<file path="config.mk">
export PLATFORM = sky130hd
export DESIGN_NAME = scb_top
export DESIGN_NICKNAME = d
export VERILOG_FILES = /design/src/inc/scb_pkg.sv /design/src/inc/scb_cfg_if.sv /design/src/hw/scb_sync.sv /design/src/hw/scb_pin_out.sv /design/src/hw/scb_top.sv
export SDC_FILE = /design/constraint.sdc
export NUM_CORES = 1
export LEC_CHECK = 0
export BUFFER_PORTS_ARGS = -buffer_cell sky130_fd_sc_hd__buf_2
export CORE_ASPECT_RATIO = 0.5
export CORE_MARGIN = 4
export CORE_UTILIZATION = 49
export DETAILED_ROUTE_END_ITERATION = 7
export GPL_TIMING_DRIVEN = 0
export PLACE_DENSITY = 0.73
export SLEW_MARGIN = 30
export SYNTH_ARGS = -nofsm -noshare
export SYNTH_HDL_FRONTEND = slang
export SYNTH_SLANG_ARGS = --single-unit
export TNS_END_PERCENT = 30
</file>
<file path="constraint.sdc">
create_clock -name mclk -period 8.2 [get_ports mclk]
set_input_delay 0 -clock mclk [delete_from_list [all_inputs] [get_ports mclk]]
set_output_delay 0 -clock mclk [all_outputs]
set_load 0.01 [all_outputs]
</file>
<file path="src/inc/scb_pkg.sv">
/*
 * Constants of the synthesizer configuration register bank:
 * byte offsets, field positions, masks, codes and reset values.
 * Assumes an 8-bit register port addressed by byte offset.
 */
package scb_pkg;
   // ****************************************
   // register offsets
   // ****************************************
   localparam logic [7:0] ADDR_DEV_CTRL = 8'h02;
   localparam logic [7:0] ADDR_CFG1 = 8'h03;
   localparam logic [7:0] ADDR_CFG2 = 8'h04;
   localparam logic [7:0] ADDR_GLOBAL = 8'h05;
   localparam logic [7:0] ADDR_RATIO_BASE = 8'h06;
   localparam logic [7:0] ADDR_RATIO_LAST = 8'h15;
   localparam logic [7:0] ADDR_FUNC1 = 8'h16;
   localparam logic [7:0] ADDR_FUNC2 = 8'h17;
   // ****************************************
   // field positions
   // ****************************************
   localparam int UNLOCK_BIT = 7;
   localparam int AUX_DIS_BIT = 1;
   localparam int CLK_DIS_BIT = 0;
   localparam int STATIC_RATIO_SELECT_LSB = 3;
   localparam int AUX_SRC_LSB = 1;
   localparam int EN_FIRST_BIT = 0;
   localparam int HYB_SEL_LSB = 1;
   localparam int FRAC_SRC_BIT = 0;
   localparam int FREEZE_BIT = 3;
   localparam int EN_SECOND_BIT = 0;
   localparam int SKIP_BIT = 7;
   localparam int LOCK_CFG_BIT = 6;
   localparam int DIV_LSB = 3;
   localparam int OUT_UNL_BIT = 4;
   // ****************************************
   // writable bit masks, reserved bits are zero
   // ****************************************
   localparam logic [7:0] MASK_DEV_CTRL = 8'h03;
   localparam logic [7:0] MASK_CFG1 = 8'h1F;
   localparam logic [7:0] MASK_CFG2 = 8'h07;
   localparam logic [7:0] MASK_GLOBAL = 8'h09;
   localparam logic [7:0] MASK_FUNC1 = 8'hD8;
   localparam logic [7:0] MASK_FUNC2 = 8'h10;
   // ****************************************
   // reset values and codes
   // ****************************************
   localparam logic [7:0] RESET_BYTE = 8'h00;
   localparam logic [31:0] RESET_RATIO = 32'h0000_0000;
   localparam int NUM_RATIOS = 4;
   localparam logic [1:0] AUX_SRC_REF = 2'h0;
   localparam logic [1:0] AUX_SRC_FREQ = 2'h1;
   localparam logic [1:0] AUX_SRC_SYNTH = 2'h2;
   localparam logic [1:0] AUX_SRC_LOCK = 2'h3;
   localparam logic [1:0] DIV_BY4 = 2'h0;
   localparam logic [1:0] DIV_BY2 = 2'h1;
   localparam logic [1:0] DIV_BY1 = 2'h2;
endpackage

</file>
<file path="src/inc/scb_cfg_if.sv">
/*
 * Active configuration and synchronised pin levels passed from the
 * register bank to the pin output stage. Same clock on both sides.
 */
`timescale 1ns/100ps
`default_nettype none
interface scb_cfg_if;
   logic [1:0] aux_sel;
   logic [1:0] div_sel;
   logic lock_cfg;
   logic aux_dis;
   logic clk_dis;
   logic out_on_unl;
   logic run;
   logic ref_s;
   logic ref_rise;
   logic freq_s;
   logic synth_s;
   logic unlock_s;
   modport ctl(output aux_sel, div_sel, lock_cfg, aux_dis, clk_dis, out_on_unl,
      run, ref_s, ref_rise, freq_s, synth_s, unlock_s);
   modport pins(input aux_sel, div_sel, lock_cfg, aux_dis, clk_dis, out_on_unl,
      run, ref_s, ref_rise, freq_s, synth_s, unlock_s);
endinterface
`default_nettype wire

</file>
<file path="src/hw/scb_sync.sv">
/*
 * Two-flop synchroniser for a vector of pin levels, with a rise pulse
 * taken from the second stage. Assumes inputs are asynchronous to mclk.
 */
`timescale 1ns/100ps
`default_nettype none
module scb_sync #(
   parameter int W = 4
) (
   input wire logic mclk,
   input wire logic sys_rst,
   input wire logic ce,
   input wire logic [W-1:0] d,
   output logic [W-1:0] q,
   output logic [W-1:0] rise
);
   logic [W-1:0] meta;
   logic [W-1:0] last;
   if (W < 1) begin : g_chk
      $error("scb_sync: W must be at least 1");
   end
   always_ff @(posedge mclk or posedge sys_rst) begin
      if (sys_rst) begin
         meta <= '0;
         q <= '0;
         last <= '0;
      end else if (ce) begin
         meta <= d;
         q <= meta;
         last <= q;
      end
   end
   assign rise = q & ~last & {W{ce}};
endmodule
`default_nettype wire

</file>
<file path="src/hw/scb_pin_out.sv">
/*
 * Pin output stage: reference divider, clock output gating on unlock
 * and auxiliary output source mux. Assumes synchronised inputs.
 */
`timescale 1ns/100ps
`default_nettype none
module scb_pin_out
   import scb_pkg::*;
(
   input wire logic mclk,
   input wire logic sys_rst,
   input wire logic ce,
   scb_cfg_if.pins cfg,
   output logic aux_out,
   output logic aux_out_oe,
   output logic clk_out,
   output logic clk_out_oe,
   output logic ref_div_clk
);
   logic half;
   // ****************************************
   // reference divider
   // ****************************************
   wire div_toggle = cfg.ref_rise &
      ((cfg.div_sel == DIV_BY2) | ((cfg.div_sel == DIV_BY4) & half));
   wire next_half = (cfg.ref_rise & (cfg.div_sel == DIV_BY4)) ? ~half : half;
   // reserved code holds the divided clock
   wire next_ref_div_clk = (cfg.div_sel == DIV_BY1) ? cfg.ref_s :
      (ref_div_clk ^ div_toggle);
   // ****************************************
   // clock output and auxiliary mux
   // ****************************************
   wire gate_low = cfg.unlock_s & ~cfg.out_on_unl;
   wire next_clk_out = cfg.run & cfg.synth_s & ~gate_low;
   wire is_lock = (cfg.aux_sel == AUX_SRC_LOCK);
   wire lock_val = cfg.lock_cfg ? 1'b0 : cfg.unlock_s;
   wire next_aux_out = (cfg.aux_sel == AUX_SRC_REF) ? cfg.ref_s :
      (cfg.aux_sel == AUX_SRC_FREQ) ? cfg.freq_s :
      (cfg.aux_sel == AUX_SRC_SYNTH) ? next_clk_out : lock_val;
   // open drain releases while locked
   wire next_aux_oe = ~cfg.aux_dis &
      (~is_lock | ~cfg.lock_cfg | cfg.unlock_s);
   always_ff @(posedge mclk or posedge sys_rst) begin
      if (sys_rst) begin
         half <= 1'b0;
         ref_div_clk <= 1'b0;
         clk_out <= 1'b0;
         clk_out_oe <= 1'b0;
         aux_out <= 1'b0;
         aux_out_oe <= 1'b0;
      end else if (ce) begin
         half <= next_half;
         ref_div_clk <= next_ref_div_clk;
         clk_out <= next_clk_out;
         clk_out_oe <= ~cfg.clk_dis;
         aux_out <= next_aux_out;
         aux_out_oe <= next_aux_oe;
      end
   end
endmodule
`default_nettype wire

</file>
<file path="src/hw/scb_top.sv">
/*
 * Configuration register bank of a fractional-N clock synthesizer.
 * Holds ratio storage, ratio selection, freeze staging, enables and
 * the pin configuration. Assumes the serial control port logic on mclk
 * presents byte writes and reads on a parallel strobe port, and that
 * the clock and lock pins are asynchronous to mclk.
 */

`timescale 1ns/100ps
`default_nettype none
// Behaviour
// The static ratio select picks stored ratio 0..3 for the static synthesizer mode.
// The aux source select routes reference, frequency input, synth clock or lock status.
// Normal operation starts only when both enable bits are one, set in any order.
// The hybrid ratio select picks stored ratio 0..3 for the hybrid PLL mode.
// The fractional source bit feeds the static ratio when 0 and the PLL ratio when 1.
// While frozen, control and configuration writes are held until freeze clears.
// Each ratio is four byte registers, lowest address holding the top byte.
// The skip-mode bit lets the PLL hold lock across missing reference pulses.
// The frequency reference source must stay below 80 kHz and resume within 20 ms.
// Lock indicator is push-pull high on unlock, or open drain low on unlock.
// The lock drive bit matters only when the aux source is the lock indicator.
// The reference divider divides by 4, 2 or 1, and code 11 is reserved.
// Unlocked clock outputs go low unless output-on-unlock is set.
// The read-only unlock bit reads 1 while the PLL is unlocked.
// The host keeps reserved bits at their default value on every write.
// Frozen writes are staged and all transfer together when freeze clears.
module scb_top
   import scb_pkg::*;
(
   input wire logic mclk,
   input wire logic sys_rst,
   input wire logic ce,
   input wire logic [7:0] reg_addr,
   input wire logic [7:0] reg_wdata,
   input wire logic reg_wr,
   input wire logic reg_rd,
   output logic [7:0] reg_rdata,
   input wire logic timing_reference_clock,
   input wire logic freq_ref_clock,
   input wire logic synth_clock,
   input wire logic pll_unlock,
   input wire logic [31:0] dpll_ratio,
   output logic [31:0] static_ratio,
   output logic [31:0] hybrid_ratio,
   output logic [31:0] frac_ratio,
   output logic fractional_source_select,
   output logic skip_mode_enable,
   output logic normal_operation,
   output logic aux_out,
   output logic aux_out_oe,
   output logic clk_out,
   output logic clk_out_oe,
   output logic ref_div_clk
);
   // ****************************************
   // storage
   // ****************************************
   // staged copies
   logic [7:0] ctrl_shadow;
   logic [7:0] cfg1_shadow;
   logic [7:0] cfg2_shadow;

   // live copies
   logic [7:0] ctrl_active;
   logic [7:0] cfg1_active;
   logic [7:0] cfg2_active;

   // never frozen
   logic [7:0] global_cfg;
   logic [7:0] func1_cfg;
   logic [7:0] func2_cfg;

   logic [31:0] ratio_mem [NUM_RATIOS];

   logic [3:0] pin_q;
   logic [3:0] pin_rise;

   scb_cfg_if cfg_bus ();

   // ****************************************
   // pin synchronisers
   // ****************************************
   scb_sync #(
      .W(4)
   ) u_sync (
      .mclk(mclk),
      .sys_rst(sys_rst),
      .ce(ce),
      .d({pll_unlock, synth_clock, freq_ref_clock, timing_reference_clock}),
      .q(pin_q),
      .rise(pin_rise)
   );

   // synced levels
   wire ref_s = pin_q[0];
   wire freq_s = pin_q[1];
   wire synth_s = pin_q[2];
   wire unlock_s = pin_q[3];

   // ****************************************
   // write decode
   // ****************************************
   wire wr_ctrl = reg_wr & (reg_addr == ADDR_DEV_CTRL);
   wire wr_cfg1 = reg_wr & (reg_addr == ADDR_CFG1);
   wire wr_cfg2 = reg_wr & (reg_addr == ADDR_CFG2);
   wire wr_global = reg_wr & (reg_addr == ADDR_GLOBAL);
   wire wr_func1 = reg_wr & (reg_addr == ADDR_FUNC1);
   wire wr_func2 = reg_wr & (reg_addr == ADDR_FUNC2);

   // ratio window
   wire in_ratio = (reg_addr >= ADDR_RATIO_BASE) & (reg_addr <= ADDR_RATIO_LAST);
   wire wr_ratio = reg_wr & in_ratio;
   wire [7:0] ratio_off = reg_addr - ADDR_RATIO_BASE;
   wire [1:0] ratio_idx = ratio_off[3:2];
   // lowest address of a group is the top byte
   wire [4:0] ratio_lsb = {~ratio_off[1:0], 3'h0};

   // reserved bits are not stored and read back as zero
   wire [7:0] wmask_ctrl = reg_wdata & MASK_DEV_CTRL;
   wire [7:0] wmask_cfg1 = reg_wdata & MASK_CFG1;
   wire [7:0] wmask_cfg2 = reg_wdata & MASK_CFG2;

   // ****************************************
   // freeze staging
   // ****************************************
   wire [7:0] next_ctrl_shadow = wr_ctrl ? wmask_ctrl : ctrl_shadow;
   wire [7:0] next_cfg1_shadow = wr_cfg1 ? wmask_cfg1 : cfg1_shadow;
   wire [7:0] next_cfg2_shadow = wr_cfg2 ? wmask_cfg2 : cfg2_shadow;

   wire [7:0] next_global_cfg = wr_global ? (reg_wdata & MASK_GLOBAL) : global_cfg;
   wire next_freeze = next_global_cfg[FREEZE_BIT];
   // all staged bytes move together once freeze is low
   wire load_active = ~next_freeze;

   always_ff @(posedge mclk or posedge sys_rst) begin
      if (sys_rst) begin
         ctrl_shadow <= RESET_BYTE;
         cfg1_shadow <= RESET_BYTE;
         cfg2_shadow <= RESET_BYTE;
         global_cfg <= RESET_BYTE;
      end else if (ce) begin
         ctrl_shadow <= next_ctrl_shadow;
         cfg1_shadow <= next_cfg1_shadow;
         cfg2_shadow <= next_cfg2_shadow;
         global_cfg <= next_global_cfg;
      end
   end

   // held while frozen
   always_ff @(posedge mclk or posedge sys_rst) begin
      if (sys_rst) begin
         ctrl_active <= RESET_BYTE;
         cfg1_active <= RESET_BYTE;
         cfg2_active <= RESET_BYTE;
      end else if (ce && load_active) begin
         ctrl_active <= next_ctrl_shadow;
         cfg1_active <= next_cfg1_shadow;
         cfg2_active <= next_cfg2_shadow;
      end
   end

   // ****************************************
   // function configuration, never frozen
   // ****************************************
   always_ff @(posedge mclk or posedge sys_rst) begin
      if (sys_rst) begin
         func1_cfg <= RESET_BYTE;
         func2_cfg <= RESET_BYTE;
      end else if (ce) begin
         if (wr_func1) begin
            func1_cfg <= reg_wdata & MASK_FUNC1;
         end

         if (wr_func2) begin
            func2_cfg <= reg_wdata & MASK_FUNC2;
         end
      end
   end

   // ****************************************
   // ratio storage
   // ****************************************
   // one byte lane per write
   always_ff @(posedge mclk or posedge sys_rst) begin
      if (sys_rst) begin
         for (int i = 0; i < NUM_RATIOS; i++) begin
            ratio_mem[i] <= RESET_RATIO;
         end
      end else if (ce && wr_ratio) begin
         ratio_mem[ratio_idx][ratio_lsb +: 8] <= reg_wdata;
      end
   end

   // ****************************************
   // field extraction
   // ****************************************
   wire aux_dis = ctrl_active[AUX_DIS_BIT];
   wire clk_dis = ctrl_active[CLK_DIS_BIT];

   wire [1:0] static_sel = cfg1_active[STATIC_RATIO_SELECT_LSB +: 2];
   wire [1:0] aux_source_select = cfg1_active[AUX_SRC_LSB +: 2];
   wire config_enable_first = cfg1_active[EN_FIRST_BIT];

   wire [1:0] hybrid_sel = cfg2_active[HYB_SEL_LSB +: 2];
   wire frac_src = cfg2_active[FRAC_SRC_BIT];

   wire config_enable_second = global_cfg[EN_SECOND_BIT];

   wire skip_bit = func1_cfg[SKIP_BIT];
   wire lock_drive_config = func1_cfg[LOCK_CFG_BIT];
   wire [1:0] reference_divider_select = func1_cfg[DIV_LSB +: 2];

   wire output_on_unlock = func2_cfg[OUT_UNL_BIT];

   // ****************************************
   // ratio selection
   // ****************************************
   wire [31:0] effective_ratio = ratio_mem[static_sel];

   wire [31:0] next_hybrid_ratio = ratio_mem[hybrid_sel];

   // auto switching is not present, so the bit alone decides
   wire [31:0] next_frac_ratio = frac_src ? dpll_ratio : effective_ratio;

   // either enable may come first
   wire next_run = config_enable_first & config_enable_second;

   always_ff @(posedge mclk or posedge sys_rst) begin
      if (sys_rst) begin
         static_ratio <= RESET_RATIO;
         hybrid_ratio <= RESET_RATIO;
         frac_ratio <= RESET_RATIO;
         fractional_source_select <= 1'b0;
         skip_mode_enable <= 1'b0;
         normal_operation <= 1'b0;
      end else if (ce) begin
         static_ratio <= effective_ratio;
         hybrid_ratio <= next_hybrid_ratio;
         frac_ratio <= next_frac_ratio;
         fractional_source_select <= frac_src;
         skip_mode_enable <= skip_bit;
         normal_operation <= next_run;
      end
   end

   // ****************************************
   // read path
   // ****************************************
   wire [7:0] ctrl_read = {unlock_s, ctrl_shadow[6:0]};

   wire [7:0] ratio_read = ratio_mem[ratio_idx][ratio_lsb +: 8];

   // unmapped reads give zero
   wire [7:0] read_mux =
      (reg_addr == ADDR_DEV_CTRL) ? ctrl_read :
      (reg_addr == ADDR_CFG1) ? cfg1_shadow :
      (reg_addr == ADDR_CFG2) ? cfg2_shadow :
      (reg_addr == ADDR_GLOBAL) ? global_cfg :
      (reg_addr == ADDR_FUNC1) ? func1_cfg :
      (reg_addr == ADDR_FUNC2) ? func2_cfg :
      in_ratio ? ratio_read : RESET_BYTE;

   always_ff @(posedge mclk or posedge sys_rst) begin
      if (sys_rst) begin
         reg_rdata <= RESET_BYTE;
      end else if (ce && reg_rd) begin
         reg_rdata <= read_mux;
      end
   end

   // ****************************************
   // pin stage hookup
   // ****************************************
   assign cfg_bus.aux_sel = aux_source_select;
   assign cfg_bus.div_sel = reference_divider_select;
   assign cfg_bus.lock_cfg = lock_drive_config;
   assign cfg_bus.aux_dis = aux_dis;
   assign cfg_bus.clk_dis = clk_dis;

   assign cfg_bus.out_on_unl = output_on_unlock;
   assign cfg_bus.run = normal_operation;

   assign cfg_bus.ref_s = ref_s;
   assign cfg_bus.ref_rise = pin_rise[0];

   assign cfg_bus.freq_s = freq_s;
   assign cfg_bus.synth_s = synth_s;
   assign cfg_bus.unlock_s = unlock_s;

   scb_pin_out u_pins (
      .mclk(mclk),
      .sys_rst(sys_rst),
      .ce(ce),
      .cfg(cfg_bus),
      .aux_out(aux_out),
      .aux_out_oe(aux_out_oe),
      .clk_out(clk_out),
      .clk_out_oe(clk_out_oe),
      .ref_div_clk(ref_div_clk)
   );
endmodule
`default_nettype wire

</file>
==> impl_metrics.json <==
{
  "outcome": "complete, no violations",
  "synth_edf_count": 0,
  "hp-class": "primary input to flop",
  "cp-end-kind": "flop",
  "critPathSlowestCell": "nor2_2",
  "drc": 0,
  "cp.buffers_inverters": 3,
  "clock-sinks": 277,
  "multi_input_area_um2": 6950,
  "wl_per_cell_um": 25.6,
  "yosysSeqAreaShare": 0.488,
  "avgSynthCellArea_um2": 13.6,
  "clock.fmax_ghz": 0.348,
  "wl_um": 43300,
  "nets": 1351,
  "met3_usage": 0.0798,
  "numCtsBuffers": 26,
  "synth_flop_cell": "dfrtp_1",
  "post-synth-top-count-cell": "dfrtp_1",
  "cts_tree": "yes",
  "grt-ovfl-total": 0,
  "n_fill_cell": 2255,
  "fin_crit_ps": 2870,
  "busiest_layer": "met2",
  "final_antenna_net_count": 0,
  "rows": 43,
  "htree_levels": 1,
  "min_from": "reg_wr",
  "cts_root_buf": "clkbuf_16",
  "cp.arrival_ps": 3300,
  "clkSlewWorstSetupHoldPaths_ps": 60,
  "core_area_um2": 28100,
  "grt_pass1_vias": 10700,
  "finalHoldViolations": 0,
  "hpwl_um": 31200,
  "synth.distinct_cells": 59,
  "cpLargestDelayFamily": "compound AO/OA/AOI/OAI gates",
  "r2r_start": "cfg2_active[1]",
  "port-buffer-count": 167,
  "cts_setup_buffers": 0,
  "place_ws_ps": 4950,
  "seq_power_share": 0.414,
  "cts_buffer_depth": 3,
  "worstSetupPathType": "primary input to flop",
  "start_util": 0.505,
  "rsz0062_at_grt": "no",
  "grt_usage": 0.269,
  "antenna_found_initial": 0,
  "syn_inst": 1043,
  "first_pass_iters": 5,
  "gp_congestion": 1.03,
  "leakagePower_nw": 8.18,
  "first_iter_violations": 1119,
  "vias": 10400,
  "comb_power_share": 0.244,
  "clkLatencyLatePin_ps": 540,
  "ctsResizeCount": 0,
  "synth_fp_nets": 1105,
  "grt_util_met1": 0.381,
  "path_cells": "buf_2 -> clkbuf_1 -> inv_2 -> ha_1 -> o21ai_1 -> a2111o_1 -> a21oi_4 -> nand3_4 -> nor2_2 -> mux2_2",
  "areaGrowthSynthToFinish_pct": 19.6,
  "synth_top_cells_by_count": "277 x dfrtp_1, 217 x mux2_2, 87 x mux4_2, 62 x nor2_1, 53 x nand2_1",
  "setup_tns_ps": 0,
  "grt.met2_usage": 0.418,
  "max_stage_delay_ps": 600,
  "finalSetupViolCount": 0,
  "grt_start_max_net_pins": 88,
  "crit_start": "reg_addr[0]",
  "async_reset_ff_frac": 1.00,
  "crit_fanout": 11,
  "clock_power_share": 0.341,
  "layout_setup_ws_ps": 5330,
  "cp-start-kind": "primary input",
  "peakVddDrop_uv": 138,
  "num_io_pins": 169,
  "synth.top_cell.area_share": 0.488,
  "yosys_warnings": 0,
  "ys_seq_elements": 277,
  "vias_per_cell": 6.16,
  "drive_gt1_frac": 0.433,
  "slew-limit-headroom": 0.387,
  "die_w_um": 249,
  "p_sw_mw": 1.13,
  "clock_skew_ps": 7.48,
  "fin_crit_sh": 0.350,
  "syn-cell-area_um2": 14200,
  "die_y_um": 128,
  "pwr_density_cell_nw_per_um2": 215,
  "synth_area_leaders": "dfrtp_1 49%, mux2_2 17%, mux4_2 14%, mux2i_1 3.7%, a21oi_1 1.7%",
  "required_ps": 8630,
  "worst_pin_slew_ps": 920,
  "grt_pass1_wl_um": 65800,
  "power.total_mw": 3.65,
  "holdWs_ps": 11.5,
  "seqCellArea_um2": 6930,
  "cap_violations": 0,
  "yosys.area.top_type": "dfrtp_1",
  "die_area_um2": 31900,
  "slew_viol_final": 0,
  "p_int_mw": 2.52,
  "switching_share": 0.311
}
[layout by cell type, fill, tap and decap left out, types with 5 or more instances in the layout]
cell type,n
buf_1,9
nand4_1,6
nand3_4,6
o21ai_0,15
clkbuf_8,8
and2_1,36
buf_2,180
dfrtp_1,277
a21oi_1,49
clkbuf_16,27
nor2_1,62
mux4_2,87
nor3_1,6
dlygate4sd3_1,48
clkinv_2,5
mux2i_1,52
inv_1,9
nand3_1,14
clkbuf_1,37
mux2_2,217
ha_1,5
nand2_1,53
[registers in the layout, indices dropped and copies added, names as in the netlist, 2 cells and up]
register and cells:
cfg2_shadow 3, cfg2_active 3, frac_ratio 32, func1_cfg 4, cfg1_active 5, cfg1_shadow 5
u_sync.q 4, hybrid_ratio 32, reg_rdata 8, ctrl_active 2, ctrl_shadow 2, ratio_mem 128
global_cfg 2, static_ratio 32, u_sync.meta 4
[power by group through the flow]
stage / clock network, mW / logic [mW] / registers, mW
2_1_floorplan: 0 / 0.546 / 1.55
3_3_place_gp: 0 / 0.857 / 1.54
3_5_place_dp: 0 / 0.868 / 1.54
4_1_cts: 1.26 / 0.891 / 1.51
5_1_grt: 1.32 / 0.953 / 1.52
6_report: 1.25 / 0.892 / 1.51
[kinds of logic after synthesis]
logic type,Yosys count,share of synthesized area
AOI/OAI and AO/OA,105,0.0471
xor gates and xnor gates,4,0.00300
adders and majority gates,5,0.00441
buffers and inverters,75,0.0234
DFF,277,0.488
muxes,359,0.349
and+or+nand+nor,218,0.0845
[worst reg2reg max path, stage by stage (launching register included)]
cell and delay (ps):
dfrtp_1 330, clkbuf_1 620, clkbuf_2 540, mux4_2 590, mux2_2 270
[stage by stage]
stage	util	instances	cell area [µm²]
after floorplan	-	1043	14200
after global placement	0.552	1592	15500
after detailed placement	0.556	1595	15600
after CTS	0.604	1691	17000
after global routing	0.605	1691	17000
final	0.605	1692	17000
[layer usage]
layer	vias up	part of all wire
li1	4380	-
met5	-	0
met4	0	0.019
met2	425	0.46
met1	5568	0.43
met3	50	0.091
[worst paths after layout]
path / endpoint / cells after the start / slack [ps]
max in group asynchronous: frac_ratio[0] / 5 / 7150
setup reg to reg: hybrid_ratio[15] / 4 / 5740
hold / removal: ctrl_active[0] / 4 / 10
hold reg to reg: u_pins.clk_out_oe / 1 / 460
setup / recovery: ratio_mem[27] / 10 / 5330
min in group asynchronous: hybrid_ratio[18] / 3 / 30
[area by class of cell]
type | count | area share
multi-input combinational | 691 | 0.409
sequential | 277 | 0.408
timing repair buffer | 218 | 0.0824
clock buffer | 39 | 0.0472
tap | 382 | 0.0281
buffer | 64 | 0.0174
clock inverter | 9 | 0.00472
inverter | 11 | 0.00287
antenna | 1 | 0.000147
[timing repair]
| item | in CTS | in global routing |
|---|---|---|
| setup endpoints to repair | 0 | 0 |
| hold buffers | 48 | 0 |
| endpoints found under the hold margin | 289 | 0 |
Note: power is estimated with default switching activity, not from simulation.
